==> config.mk <==
export PLATFORM = sky130hd
export DESIGN_NAME = mlt_top
export DESIGN_NICKNAME = d
export VERILOG_FILES = /design/src/rtl/mlt_pkg.sv /design/src/rtl/mlt_band_det.sv /design/src/rtl/mlt_acq_ctl.sv /design/src/rtl/mlt_top.sv
export SDC_FILE = /design/constraint.sdc
export NUM_CORES = 1
export LEC_CHECK = 0
export BUFFER_PORTS_ARGS = -buffer_cell sky130_fd_sc_hd__buf_2
export CAP_MARGIN = 20
export CORE_UTILIZATION = 55
export DETAILED_ROUTE_END_ITERATION = 16
export GPL_TIMING_DRIVEN = 0
export PLACE_DENSITY_LB_ADDON = 0.25
export SLEW_MARGIN = 10
export SYNTH_ARGS = -nofsm -noshare
export SYNTH_HDL_FRONTEND = slang
export SYNTH_SLANG_ARGS = --single-unit
==> constraint.sdc <==
create_clock -name I_CLK -period 3.57 [get_ports I_CLK]
set_input_delay 0.1785 -clock I_CLK [delete_from_list [all_inputs] [get_ports I_CLK]]
set_output_delay 0.1785 -clock I_CLK [all_outputs]
set_load 0.01 [all_outputs]
==> src/rtl/mlt_pkg.sv <==
// What this block does
// - The upper band limit is the level plus half the hysteresis, the lower is the level minus half.
// - A rising trigger fires only when the signal, once below the lower limit, rises past the upper.
// - A falling trigger fires only when the signal, once above the upper limit, falls past the lower.
// - Current, voltage and aux voltmeter input each own a level and a hysteresis, all reset to zero.
// - Each measured signal offers rising, falling or either slope, rising after reset.
// - With either slope selected, both a rising and a falling crossing make a measurement trigger; aux, with its count fixed at 1, gets only the first.
// - The aux voltmeter input has its own slope choice, independent of current and voltage.
// - The trigger source is the bus command or the internal crossing, internal after reset.
// - With the bus source, a trigger command or a group execute trigger is the measurement trigger.
// - Sequence 1 alias accepts only the output-change name and sequence 2 only the measurement name.
// - Reading either alias returns the name currently bound to that sequence.
// - Current and voltage trigger counts run 1 to 100, reset to 1, re-arming until the count is used.
// - Every measurement trigger is ignored while the trigger system is not initiated.
package mlt_pkg;
   localparam int MLT_DATA_W = 16;
   localparam int MLT_CNT_W = 7;
   localparam int MLT_NCH = 3;
   localparam int MLT_ADDR_W = 8;
   localparam logic [6:0] MLT_CNT_MIN = 7'h01;
   localparam logic [6:0] MLT_CNT_MAX = 7'h64;
   localparam logic [6:0] MLT_CNT_RST = 7'h01;
   localparam logic [6:0] MLT_AUX_CNT = 7'h01;
   localparam logic [15:0] MLT_LEV_RST = 16'h0000;
   localparam logic [15:0] MLT_HYST_RST = 16'h0000;
   localparam logic [7:0] MLT_OFF_CTRL = 8'h00;
   localparam logic [7:0] MLT_OFF_CMD = 8'h04;
   localparam logic [7:0] MLT_OFF_SLOPE = 8'h08;
   localparam logic [7:0] MLT_OFF_COUNT = 8'h0C;
   localparam logic [7:0] MLT_OFF_LEV_BASE = 8'h10;
   localparam logic [7:0] MLT_OFF_HYST_BASE = 8'h14;
   localparam logic [7:0] MLT_CH_STRIDE = 8'h08;
   localparam logic [7:0] MLT_OFF_ALIAS = 8'h28;
   localparam logic [7:0] MLT_OFF_STATUS = 8'h2C;
   localparam int MLT_CTRL_SRC = 0;
   localparam int MLT_CTRL_FUNC = 1;
   localparam int MLT_CMD_INIT = 0;
   localparam int MLT_CMD_ABORT = 1;
   localparam int MLT_CMD_TRG = 2;
   localparam int MLT_CMD_GET = 3;
   localparam int MLT_SLOPE_FW = 2;
   localparam int MLT_COUNT_CURR = 0;
   localparam int MLT_COUNT_VOLT = 8;
   localparam int MLT_ALIAS_SEQ1 = 0;
   localparam int MLT_ALIAS_SEQ2 = 1;
   localparam int MLT_STAT_INIT = 0;
   localparam int MLT_STAT_REM = 8;
   localparam logic [1:0] MLT_RESP_OKAY = 2'h0;
   localparam logic [1:0] MLT_RESP_SLVERR = 2'h2;
   typedef enum logic {MLT_SRC_INT = 1'b0, MLT_SRC_BUS = 1'b1} mlt_src_e;
   typedef enum logic [1:0] {
      MLT_CH_CURR = 2'b00, MLT_CH_VOLT = 2'b01, MLT_CH_AUX = 2'b10
   } mlt_chan_e;
   typedef enum logic [1:0] {
      MLT_SLOPE_POS = 2'b00, MLT_SLOPE_NEG = 2'b01, MLT_SLOPE_EITHER = 2'b10
   } mlt_slope_e;
   typedef enum logic {MLT_NAME_OUTCHG = 1'b0, MLT_NAME_MEAS = 1'b1} mlt_name_e;
   typedef enum logic {MLT_ACQ_IDLE = 1'b0, MLT_ACQ_ARMED = 1'b1} mlt_acq_e;
   typedef struct packed {
      logic valid;
      logic [MLT_DATA_W-1:0] value;
   } mlt_sample_s;
endpackage

==> src/rtl/mlt_band_det.sv <==
`timescale 1ns/1ps
module mlt_band_det import mlt_pkg::*; #(
   parameter int DATA_W = MLT_DATA_W
) (
   input wire logic i_clk,
   input wire logic i_rst_b,
   input wire logic i_valid,
   input wire logic [DATA_W-1:0] i_value,
   input wire logic [DATA_W-1:0] i_level,
   input wire logic [DATA_W-1:0] i_hyst,
   input wire mlt_slope_e i_slope,
   output logic o_trig
);
   if (DATA_W < 2) begin : g_chk
      $error("DATA_W below 2");
   end
   logic signed [DATA_W+1:0] val, half, upper, lower;
   logic seen_below, seen_above;
   assign val = $signed({2'b00, i_value});
   assign half = $signed({3'b000, i_hyst[DATA_W-1:1]});
   assign upper = $signed({2'b00, i_level}) + half;
   assign lower = $signed({2'b00, i_level}) - half;
   wire above = val > upper;
   wire below = val < lower;
   wire rise = i_valid & seen_below & above;
   wire fall = i_valid & seen_above & below;
   wire want_rise = i_slope != MLT_SLOPE_NEG;
   wire want_fall = i_slope != MLT_SLOPE_POS;
   always_ff @(posedge i_clk or negedge i_rst_b) begin
      if (!i_rst_b) begin
         seen_below <= 1'b0;
         seen_above <= 1'b0;
         o_trig <= 1'b0;
      end else begin
         if (i_valid) begin
            seen_below <= below | (seen_below & ~above);
            seen_above <= above | (seen_above & ~below);
         end
         o_trig <= (rise & want_rise) | (fall & want_fall);
      end
   end
endmodule

==> src/rtl/mlt_acq_ctl.sv <==
`timescale 1ns/1ps
module mlt_acq_ctl import mlt_pkg::*; #(
   parameter int CNT_W = MLT_CNT_W
) (
   input wire logic i_clk,
   input wire logic i_rst_b,
   input wire logic i_init,
   input wire logic i_abort,
   input wire logic i_trig,
   input wire logic [CNT_W-1:0] i_count,
   output logic o_initiated,
   output logic o_meas_trig,
   output logic [CNT_W-1:0] o_remain
);
   if ((2 ** CNT_W) <= int'(MLT_CNT_MAX)) begin : g_chk
      $error("CNT_W too narrow for count");
   end
   mlt_acq_e state;
   wire armed = state == MLT_ACQ_ARMED;
   wire fire = armed & ~i_abort & i_trig;
   wire last = o_remain == CNT_W'(1);
   assign o_initiated = armed;
   always_ff @(posedge i_clk or negedge i_rst_b) begin
      if (!i_rst_b) begin
         state <= MLT_ACQ_IDLE;
         o_remain <= '0;
         o_meas_trig <= 1'b0;
      end else begin
         o_meas_trig <= fire;
         unique case (state)
            MLT_ACQ_IDLE: begin
               if (i_init & ~i_abort) begin
                  state <= MLT_ACQ_ARMED;
                  o_remain <= i_count;
               end
            end
            MLT_ACQ_ARMED: begin
               if (i_abort) begin
                  state <= MLT_ACQ_IDLE;
                  o_remain <= '0;
               end else if (fire) begin
                  o_remain <= o_remain - CNT_W'(1);
                  if (last) begin
                     state <= MLT_ACQ_IDLE;
                  end
               end
            end
         endcase
      end
   end
endmodule

==> src/rtl/mlt_top.sv <==
// The placing of the registers and the AXI4-Lite register port are this design's own decisions.
`timescale 1ns/1ps
module mlt_top import mlt_pkg::*; #(
   parameter int DATA_W = MLT_DATA_W
) (
   input wire logic I_CLK,
   input wire logic I_RST_B,
   input wire logic I_AWVALID,
   output logic O_AWREADY,
   input wire logic [MLT_ADDR_W-1:0] I_AWADDR,
   input wire logic I_WVALID,
   output logic O_WREADY,
   input wire logic [31:0] I_WDATA,
   input wire logic [3:0] I_WSTRB,
   output logic O_BVALID,
   input wire logic I_BREADY,
   output logic [1:0] O_BRESP,
   input wire logic I_ARVALID,
   output logic O_ARREADY,
   input wire logic [MLT_ADDR_W-1:0] I_ARADDR,
   output logic O_RVALID,
   input wire logic I_RREADY,
   output logic [31:0] O_RDATA,
   output logic [1:0] O_RRESP,
   input wire mlt_sample_s I_SAMPLE_CURR,
   input wire mlt_sample_s I_SAMPLE_VOLT,
   input wire mlt_sample_s I_SAMPLE_AUX,
   output logic O_MEAS_TRIG,
   output logic O_INITIATED
);

   if (DATA_W != MLT_DATA_W) begin : g_chk
      $error("DATA_W must match sample width");
   end

   ////////////////////////////////////////////////////////////////////////////
   // Byte lane merge

   function automatic logic [31:0] wmerge(
      input logic [31:0] old,
      input logic [31:0] data,
      input logic [31:0] mask
   );
      wmerge = (old & ~mask) | (data & mask);
   endfunction

   ////////////////////////////////////////////////////////////////////////////
   // State

   mlt_src_e src;
   mlt_chan_e func;
   logic [MLT_NCH*MLT_SLOPE_FW-1:0] slope_reg;
   logic [MLT_CNT_W-1:0] cnt_curr;
   logic [MLT_CNT_W-1:0] cnt_volt;
   mlt_name_e alias1;
   mlt_name_e alias2;
   logic [DATA_W-1:0] level [MLT_NCH];
   logic [DATA_W-1:0] hyst [MLT_NCH];
   logic trig_ch [MLT_NCH];
   mlt_sample_s smp [MLT_NCH];
   logic [MLT_CNT_W-1:0] remain;
   logic initiated;

   assign smp[0] = I_SAMPLE_CURR;
   assign smp[1] = I_SAMPLE_VOLT;
   assign smp[2] = I_SAMPLE_AUX;

   ////////////////////////////////////////////////////////////////////////////
   // Write channel

   logic aw_held;
   logic w_held;
   logic [MLT_ADDR_W-1:0] aw_addr;
   logic [31:0] w_data;
   logic [3:0] w_strb;

   wire aw_fire = I_AWVALID & O_AWREADY;
   wire w_fire = I_WVALID & O_WREADY;
   wire do_wr = aw_held & w_held & ~O_BVALID;
   wire next_aw_held = (aw_held & ~do_wr) | aw_fire;
   wire next_w_held = (w_held & ~do_wr) | w_fire;
   wire next_bvalid = do_wr | (O_BVALID & ~I_BREADY);
   wire [31:0] wmask = {{8{w_strb[3]}}, {8{w_strb[2]}}, {8{w_strb[1]}}, {8{w_strb[0]}}};

   ////////////////////////////////////////////////////////////////////////////
   // Write decode

   wire is_ctrl = aw_addr == MLT_OFF_CTRL;
   wire is_cmd = aw_addr == MLT_OFF_CMD;
   wire is_slope = aw_addr == MLT_OFF_SLOPE;
   wire is_count = aw_addr == MLT_OFF_COUNT;
   wire is_alias = aw_addr == MLT_OFF_ALIAS;

   ////////////////////////////////////////////////////////////////////////////
   // Register images

   wire [31:0] ctrl_cur = {29'h0, func, src};
   wire [31:0] slope_cur = {26'h0, slope_reg};
   wire [31:0] count_cur = {17'h0, cnt_volt, 1'b0, cnt_curr};
   wire [31:0] alias_cur = {30'h0, alias2, alias1};
   wire [31:0] stat_cur = {17'h0, remain, 7'h00, initiated};

   wire [31:0] ctrl_new = wmerge(ctrl_cur, w_data, wmask);
   wire [31:0] slope_new = wmerge(slope_cur, w_data, wmask);
   wire [31:0] count_new = wmerge(count_cur, w_data, wmask);
   wire [31:0] alias_new = wmerge(alias_cur, w_data, wmask);
   wire [31:0] cmd_new = w_data & wmask;

   wire [1:0] func_new = ctrl_new[MLT_CTRL_FUNC +: 2];
   wire [MLT_CNT_W-1:0] cc_new = count_new[MLT_COUNT_CURR +: MLT_CNT_W];
   wire [MLT_CNT_W-1:0] cv_new = count_new[MLT_COUNT_VOLT +: MLT_CNT_W];

   wire ctrl_ok = func_new != 2'b11;
   wire slope_ok = (slope_new[1:0] != 2'b11) & (slope_new[3:2] != 2'b11)
      & (slope_new[5:4] != 2'b11);
   wire cc_ok = (cc_new >= MLT_CNT_MIN) & (cc_new <= MLT_CNT_MAX);
   wire cv_ok = (cv_new >= MLT_CNT_MIN) & (cv_new <= MLT_CNT_MAX);
   wire alias_ok = (alias_new[MLT_ALIAS_SEQ1] == MLT_NAME_OUTCHG)
      & (alias_new[MLT_ALIAS_SEQ2] == MLT_NAME_MEAS);

   logic ch_whit [MLT_NCH+1];
   assign ch_whit[0] = 1'b0;

   wire w_known = is_ctrl | is_cmd | is_slope | is_count | is_alias | ch_whit[MLT_NCH];
   wire w_bad = (is_ctrl & ~ctrl_ok) | (is_slope & ~slope_ok)
      | (is_count & ~(cc_ok & cv_ok)) | (is_alias & ~alias_ok);
   wire wr_ok = w_known & ~w_bad;
   wire wr_go = do_wr & wr_ok;
   wire [1:0] next_bresp = wr_ok ? MLT_RESP_OKAY : MLT_RESP_SLVERR;

   ////////////////////////////////////////////////////////////////////////////
   // Write enables

   wire wr_ctrl = wr_go & is_ctrl;
   wire wr_slope = wr_go & is_slope;
   wire wr_count = wr_go & is_count;
   wire wr_alias = wr_go & is_alias;

   ////////////////////////////////////////////////////////////////////////////
   // Write handshake and capture

   always_ff @(posedge I_CLK or negedge I_RST_B) begin
      if (!I_RST_B) begin
         aw_held <= 1'b0;
         w_held <= 1'b0;
         O_AWREADY <= 1'b0;
         O_WREADY <= 1'b0;
         O_BVALID <= 1'b0;
      end else begin
         aw_held <= next_aw_held;
         w_held <= next_w_held;
         O_AWREADY <= ~next_aw_held;
         O_WREADY <= ~next_w_held;
         O_BVALID <= next_bvalid;
      end
   end

   always_ff @(posedge I_CLK or negedge I_RST_B) begin
      if (!I_RST_B) begin
         aw_addr <= '0;
      end else if (aw_fire) begin
         aw_addr <= I_AWADDR;
      end
   end

   always_ff @(posedge I_CLK or negedge I_RST_B) begin
      if (!I_RST_B) begin
         w_data <= '0;
         w_strb <= '0;
      end else if (w_fire) begin
         w_data <= I_WDATA;
         w_strb <= I_WSTRB;
      end
   end

   always_ff @(posedge I_CLK or negedge I_RST_B) begin
      if (!I_RST_B) begin
         O_BRESP <= MLT_RESP_OKAY;
      end else if (do_wr) begin
         O_BRESP <= next_bresp;
      end
   end

   ////////////////////////////////////////////////////////////////////////////
   // Settings registers

   always_ff @(posedge I_CLK or negedge I_RST_B) begin
      if (!I_RST_B) begin
         src <= MLT_SRC_INT;
         func <= MLT_CH_CURR;
      end else if (wr_ctrl) begin
         src <= mlt_src_e'(ctrl_new[MLT_CTRL_SRC]);
         func <= mlt_chan_e'(func_new);
      end
   end

   always_ff @(posedge I_CLK or negedge I_RST_B) begin
      if (!I_RST_B) begin
         slope_reg <= {MLT_SLOPE_POS, MLT_SLOPE_POS, MLT_SLOPE_POS};
      end else if (wr_slope) begin
         slope_reg <= slope_new[MLT_NCH*MLT_SLOPE_FW-1:0];
      end
   end

   always_ff @(posedge I_CLK or negedge I_RST_B) begin
      if (!I_RST_B) begin
         cnt_curr <= MLT_CNT_RST;
         cnt_volt <= MLT_CNT_RST;
      end else if (wr_count) begin
         cnt_curr <= cc_new;
         cnt_volt <= cv_new;
      end
   end

   always_ff @(posedge I_CLK or negedge I_RST_B) begin
      if (!I_RST_B) begin
         alias1 <= MLT_NAME_OUTCHG;
         alias2 <= MLT_NAME_MEAS;
      end else if (wr_alias) begin
         alias1 <= mlt_name_e'(alias_new[MLT_ALIAS_SEQ1]);
         alias2 <= mlt_name_e'(alias_new[MLT_ALIAS_SEQ2]);
      end
   end

   ////////////////////////////////////////////////////////////////////////////
   // Per channel level, hysteresis and band detector

   logic [31:0] ch_rd [MLT_NCH+1];
   logic ch_rhit [MLT_NCH+1];
   assign ch_rd[0] = 32'h0000_0000;
   assign ch_rhit[0] = 1'b0;

   for (genvar k = 0; k < MLT_NCH; k++) begin : g_ch
      localparam logic [7:0] LEV_OFF = 8'(MLT_OFF_LEV_BASE + k * MLT_CH_STRIDE);
      localparam logic [7:0] HYST_OFF = 8'(MLT_OFF_HYST_BASE + k * MLT_CH_STRIDE);
      wire [31:0] lev_cur = {{(32-DATA_W){1'b0}}, level[k]};
      wire [31:0] hyst_cur = {{(32-DATA_W){1'b0}}, hyst[k]};
      wire [31:0] lev_new = wmerge(lev_cur, w_data, wmask);
      wire [31:0] hyst_new = wmerge(hyst_cur, w_data, wmask);
      wire w_lev = aw_addr == LEV_OFF;
      wire w_hyst = aw_addr == HYST_OFF;
      wire r_lev = I_ARADDR == LEV_OFF;
      wire r_hyst = I_ARADDR == HYST_OFF;
      assign ch_whit[k+1] = ch_whit[k] | w_lev | w_hyst;
      assign ch_rhit[k+1] = ch_rhit[k] | r_lev | r_hyst;
      assign ch_rd[k+1] = ch_rd[k] | (r_lev ? lev_cur : 32'h0000_0000)
         | (r_hyst ? hyst_cur : 32'h0000_0000);
      always_ff @(posedge I_CLK or negedge I_RST_B) begin
         if (!I_RST_B) begin
            level[k] <= MLT_LEV_RST;
            hyst[k] <= MLT_HYST_RST;
         end else begin
            if (wr_go & w_lev) begin
               level[k] <= lev_new[DATA_W-1:0];
            end
            if (wr_go & w_hyst) begin
               hyst[k] <= hyst_new[DATA_W-1:0];
            end
         end
      end
      mlt_band_det #(
         .DATA_W(DATA_W)
      ) u_det (
         .i_clk(I_CLK),
         .i_rst_b(I_RST_B),
         .i_valid(smp[k].valid),
         .i_value(smp[k].value),
         .i_level(level[k]),
         .i_hyst(hyst[k]),
         .i_slope(mlt_slope_e'(slope_reg[k*MLT_SLOPE_FW +: MLT_SLOPE_FW])),
         .o_trig(trig_ch[k])
      );
   end

   ////////////////////////////////////////////////////////////////////////////
   // Trigger source and sequencing

   wire cmd_go = wr_go & is_cmd;
   wire do_init = cmd_go & cmd_new[MLT_CMD_INIT];
   wire do_abort = cmd_go & cmd_new[MLT_CMD_ABORT];
   wire bus_trg = cmd_go & (cmd_new[MLT_CMD_TRG] | cmd_new[MLT_CMD_GET]);
   wire sel_curr = func == MLT_CH_CURR;
   wire sel_volt = func == MLT_CH_VOLT;
   wire int_trg = sel_curr ? trig_ch[0] : sel_volt ? trig_ch[1] : trig_ch[2];
   wire acq_trg = (src == MLT_SRC_BUS) ? bus_trg : int_trg;
   wire [MLT_CNT_W-1:0] count_sel = sel_curr ? cnt_curr
      : sel_volt ? cnt_volt : MLT_AUX_CNT;

   mlt_acq_ctl #(
      .CNT_W(MLT_CNT_W)
   ) u_acq (
      .i_clk(I_CLK),
      .i_rst_b(I_RST_B),
      .i_init(do_init),
      .i_abort(do_abort),
      .i_trig(acq_trg),
      .i_count(count_sel),
      .o_initiated(initiated),
      .o_meas_trig(O_MEAS_TRIG),
      .o_remain(remain)
   );

   assign O_INITIATED = initiated;

   ////////////////////////////////////////////////////////////////////////////
   // Read channel

   wire ar_fire = I_ARVALID & O_ARREADY;
   wire next_rvalid = ar_fire | (O_RVALID & ~I_RREADY);
   wire r_ctrl = I_ARADDR == MLT_OFF_CTRL;
   wire r_cmd = I_ARADDR == MLT_OFF_CMD;
   wire r_slope = I_ARADDR == MLT_OFF_SLOPE;
   wire r_count = I_ARADDR == MLT_OFF_COUNT;
   wire r_alias = I_ARADDR == MLT_OFF_ALIAS;
   wire r_stat = I_ARADDR == MLT_OFF_STATUS;
   wire r_hit = r_ctrl | r_cmd | r_slope | r_count | r_alias | r_stat | ch_rhit[MLT_NCH];
   wire [31:0] rd_ctrl = r_ctrl ? ctrl_cur : 32'h0000_0000;
   wire [31:0] rd_slope = r_slope ? slope_cur : 32'h0000_0000;
   wire [31:0] rd_count = r_count ? count_cur : 32'h0000_0000;
   wire [31:0] rd_alias = r_alias ? alias_cur : 32'h0000_0000;
   wire [31:0] rd_stat = r_stat ? stat_cur : 32'h0000_0000;
   wire [31:0] rd_data = rd_ctrl | rd_slope | rd_count | rd_alias | rd_stat | ch_rd[MLT_NCH];
   wire [31:0] next_rdata = r_hit ? rd_data : 32'h0000_0000;
   wire [1:0] next_rresp = r_hit ? MLT_RESP_OKAY : MLT_RESP_SLVERR;

   always_ff @(posedge I_CLK or negedge I_RST_B) begin
      if (!I_RST_B) begin
         O_ARREADY <= 1'b0;
         O_RVALID <= 1'b0;
      end else begin
         O_ARREADY <= ~next_rvalid;
         O_RVALID <= next_rvalid;
      end
   end

   always_ff @(posedge I_CLK or negedge I_RST_B) begin
      if (!I_RST_B) begin
         O_RDATA <= 32'h0000_0000;
         O_RRESP <= MLT_RESP_OKAY;
      end else if (ar_fire) begin
         O_RDATA <= next_rdata;
         O_RRESP <= next_rresp;
      end
   end

endmodule

==> metrics.sh <==
FAILED_CHECKS='setup timing'
FIRST_PASS_GRT_WIRE_LENGTH_UM=69960
WORSTPATHMAXFANOUT=3
DRC_VIOLATION_TOTAL_AFTER_THE_FIRST_TRITONROUTE_ITERATION=1102
POWER.SWITCHING_uW=2360
CP_TOP_FAMILY='compound AO/OA/AOI/OAI gates'
MAXIMUM_SINGLE_STAGE_DELAY_ON_THE_CRITICAL_PATH_NS=0.38
INITIAL_UTILIZATION=0.5593
PLACE_CONGESTION=0.9952
POST-ROUTE-DRC-COUNT=0
SEQUENTIALPOWERSHARE=0.399
FINAL_PERIOD_UTIL=1.090
FLOORPLAN.ROWS=60
P_PER_AREA_nW_PER_UM2=362.8
RATIO_OF_CELLS_WITH_DRIVE_ABOVE_1_IN_THE_FINAL_LAYOUT=0.2605
CP.BUFFERS_INVERTERS=2
DIE_W_UM=167.5
SYNTH-EDFF-COUNT=0
SWSHARE=0.3596
MAX_CAP_VIOLATIONS=0
GRT_PASS1_VIAS=12890
SYNTH_SEQUENTIAL_AREA_RATIO=0.3157
WORST-SLEW-PIN-TRANSITION_NS=0.9666
AVGROUTEDWIREPERCELL_UM=20.72
POST-ROUTE-UTIL=0.6711
FMAX_MHz=256.9
GLOBALROUTETOTALUTIL=0.3207
YS.FLOP_TYPE='sky130_fd_sc_hd__dfrtp_1'
DRT-VIAS-PER-INSTANCE=6.143
SYNTHESIS.INSTANCES=1611
POSTROUTEWIRELENGTH_UM=45080
SYNTH.FF_LATCH_COUNT=190
FINAL.HOLD.WORST_SLACK_NS=0.01302
POST_DRT_ANTENNA_NETS=0
RSZ_0062_RAISED_AFTER_GLOBAL_ROUTING='true'
DIE_FOOTPRINT_SQ_UM=28070
STATIC-LEAKAGE-POWER_uW=0.008322
CRITICAL_PATH_ARRIVAL_NS=4.26
CRITICAL_PATH.CELL_CHAIN='buf_6 > ha_4 > inv_2 > fa_2 > o21ba_4 > o211ai_1 > a41oi_2 > o31ai_2 > a21oi_2 > o21bai_1 > xor2_1 > ha_1 > nand3_2 > nor2_2 > and3_1 > a211o_1 > a211oi_4 > o211ai_1 > nand2_1'
GRT_MAX_DEGREE=100
SYNTH_MOST_COMMON_CELL='sky130_fd_sc_hd__ha_1'
YOSYS-TOP-CELLS-AREA='sky130_fd_sc_hd__dfrtp_1, sky130_fd_sc_hd__ha_1, sky130_fd_sc_hd__mux2_2, sky130_fd_sc_hd__xnor2_1, sky130_fd_sc_hd__inv_1'
DIE_H_UM=167.5
SYNTH_AREA_SQ_UM=15070
YOSYS_WARNINGS=0
WORST_EP_REQUIRED_TIME_NS=3.94
CTS-ROOT-BUF='sky130_fd_sc_hd__clkbuf_16'
LAUNCHING_ELEMENT_TYPE_OF_THE_CRITICAL_PATH='register'
TRITONCTS='done'
BUFFER_PORTS.INSERTED=116
SYNTH.TOP_CELLS.BY_COUNT='sky130_fd_sc_hd__ha_1, sky130_fd_sc_hd__dfrtp_1, sky130_fd_sc_hd__inv_1'
CTS_MAX_LEVEL=4
IO_PINS=153
INTPOWER_uW=4202
NUMBER_OF_FAILING_SETUP_ENDPOINTS_IN_THE_FINAL_TIMING_REPORT=6
DP_WORST_SETUP_SLACK_NS=-0.8227
SYNTH_TOP_CELL_AREA_SHARE=0.3105
ANTENNA_VIOLATIONS_BEFORE_REPAIR=0
TOTAL_POWER_uW=6562
PATH_COMMON_CELL='sky130_fd_sc_hd__o211ai_1'
MAX_VDD_DROP_mV=0.4051
CLK_LATENCY_NS=0.44
PWR-SHARE-COMB=0.288
SYNTH_CELL_TYPES=84
FINALNETCOUNT=2126
CLASS_OF_THE_TIGHTEST_HOLD_OR_REMOVAL_CHECK='primary input to register'
OUTCOME='complete, but fails checks'
ENDPOINT_KIND='register'
SYN_TO_FINAL_GROWTH_PCT=19.99
DETAILEDROUTE.FIRSTPASSITERATIONCOUNT=8
GLOBAL_ROUTE_OVERFLOW=0
CRITPATHKIND='register to register'
FINAL_MAX_SLEW_VIOL_COUNT=0
SYNTH_AREA_PER_CELL_SQ_UM=9.356
CLOCK_SINK_COUNT=190
FIN_WS_NS=-0.3219
VIAS=13370
FIN_SKEW_NS=0.01577
FILL_CELL_COUNT=2160
CTS_INSERTED_BUFFERS=17
CORE_AREA_SQ_UM=26950
YOSYSTOPAREACELL='sky130_fd_sc_hd__dfrtp_1'
FINAL_PERIOD_MINUS_WORST_SETUP_SLACK_NS=3.892
DP_HPWL_UM=34290
DIODES=0
CLOCKPOWERSHARE=0.313
PATH_CLK_SLEW_NS=0.08
RELSLEWSLACK=0.3507
TIMING_HOLD_VIOLATIONS_FINAL=0
POST_SYNTHESIS_ASYNC_SET_OR_RESET_FLOP_SHARE=1.000
CLK_PATH_BUF_DEPTH=2
CP_SLOWEST_CELL='sky130_fd_sc_hd__dfrtp_1'
-- worst reg2reg max path: stages (launching register included) --
cell	delay, ns
sky130_fd_sc_hd__dfrtp_1	0.38
sky130_fd_sc_hd__buf_6	0.12
sky130_fd_sc_hd__ha_4	0.13
sky130_fd_sc_hd__inv_2	0.03
sky130_fd_sc_hd__fa_2	0.35
sky130_fd_sc_hd__o21ba_4	0.23
sky130_fd_sc_hd__o211ai_1	0.29
sky130_fd_sc_hd__a41oi_2	0.23
sky130_fd_sc_hd__o31ai_2	0.31
sky130_fd_sc_hd__a21oi_2	0.09
sky130_fd_sc_hd__o21bai_1	0.17
sky130_fd_sc_hd__xor2_1	0.17
sky130_fd_sc_hd__ha_1	0.28
sky130_fd_sc_hd__nand3_2	0.10
sky130_fd_sc_hd__nor2_2	0.04
sky130_fd_sc_hd__and3_1	0.14
sky130_fd_sc_hd__a211o_1	0.26
sky130_fd_sc_hd__a211oi_4	0.25
sky130_fd_sc_hd__o211ai_1	0.14
sky130_fd_sc_hd__nand2_1	0.08
-- cells by family after synthesis --
family | after synthesis | synth area share
AOI/OAI and AO/OA | 418 | 0.1872
and+or+nand+nor | 399 | 0.1375
buffers and inverters | 208 | 0.05786
adders and majority gates | 194 | 0.1640
DFF | 190 | 0.3157
muxes | 126 | 0.09388
xor gates and xnor gates | 75 | 0.04358
other | 1 | 0.0002488
-- cells in the final DEF, fill, tap and decap left out, types with 18 or more instances in the layout --
cell type and instances:
sky130_fd_sc_hd__a21o_1 26, sky130_fd_sc_hd__a21oi_1 67, sky130_fd_sc_hd__a22o_1 18, sky130_fd_sc_hd__a22oi_1 62, sky130_fd_sc_hd__buf_2 122, sky130_fd_sc_hd__buf_4 57, sky130_fd_sc_hd__clkbuf_1 42, sky130_fd_sc_hd__conb_1 18
sky130_fd_sc_hd__dfrtp_1 171, sky130_fd_sc_hd__dlygate4sd3_1 29, sky130_fd_sc_hd__ha_1 171, sky130_fd_sc_hd__inv_1 118, sky130_fd_sc_hd__mux2_2 107, sky130_fd_sc_hd__nand2_1 96, sky130_fd_sc_hd__nand2b_1 35, sky130_fd_sc_hd__nand3_1 22
sky130_fd_sc_hd__nand4_1 26, sky130_fd_sc_hd__nor2_1 84, sky130_fd_sc_hd__nor3_1 33, sky130_fd_sc_hd__o21ai_0 70, sky130_fd_sc_hd__xnor2_1 57
-- final timing paths --
check | from | slack (ns) | depth (start not counted) | to
min in group asynchronous | I_RST_B | 0.30 | 2 | aw_held
worst max-delay path | register | -0.32 | 19 | g_ch[1].u_det.o_trig
worst max register to register | register | -0.32 | 19 | g_ch[1].u_det.o_trig
worst min-delay path | I_ARVALID | 0.01 | 3 | O_RRESP[1]
worst min register to register | O_RDATA[0] | 0.48 | 2 | O_RDATA[0]
max in group asynchronous | I_RST_B | 2.32 | 3 | asynchronous set/reset pin
-- stage by stage --
stage	std cells	TNS (ns)	area, sq um
floorplan	1628	-0.01735	15190
global placement	2085	-133.61	16200
CTS	2159	-2.133	17490
finish	2176	-1.581	18090
detailed placement	2086	-5.651	16230
global route	2176	-2.667	18090
-- power by group through the flow --
stage          logic [uW]  registers, uW  clock network [uW]
2_1_floorplan        1120           2570                   0
3_3_place_gp         1700           2640                   0
3_5_place_dp         1740           2640                   0
4_1_cts              1820           2600                2060
5_1_grt              2070           2640                2150
6_report             1890           2620                2050
-- routing by layer --
metal  track usage  vias up  part of all wire
met5             0        -                 0
met4       0.08257        0             0.026
met3       0.05956       84             0.078
met2        0.5391      530              0.48
met1        0.4243     6506              0.42
li1              -     6248                 -
-- timing repair --
item	CTS	global route
endpoints found under the setup margin	9	9
hold buffers	29	0
gates resized for setup	61	108
setup buffers	18	21
gates cloned	0	0
hold endpoints to repair	117	0
pin swaps	47	54
-- final cells by class --
class                      count  area [sq um]  share of cell area
buffer                        71         357.8             0.01979
clock buffer                  18         439.2             0.02428
tap                          341         426.7             0.02359
inverter                     127         481.7             0.02663
multi-input combinational   1230         10200              0.5640
clock inverter                14         192.7             0.01065
timing repair buffer         185          1209             0.06683
sequential                   190          4778              0.2642
(Power assumes the default switching activity.)
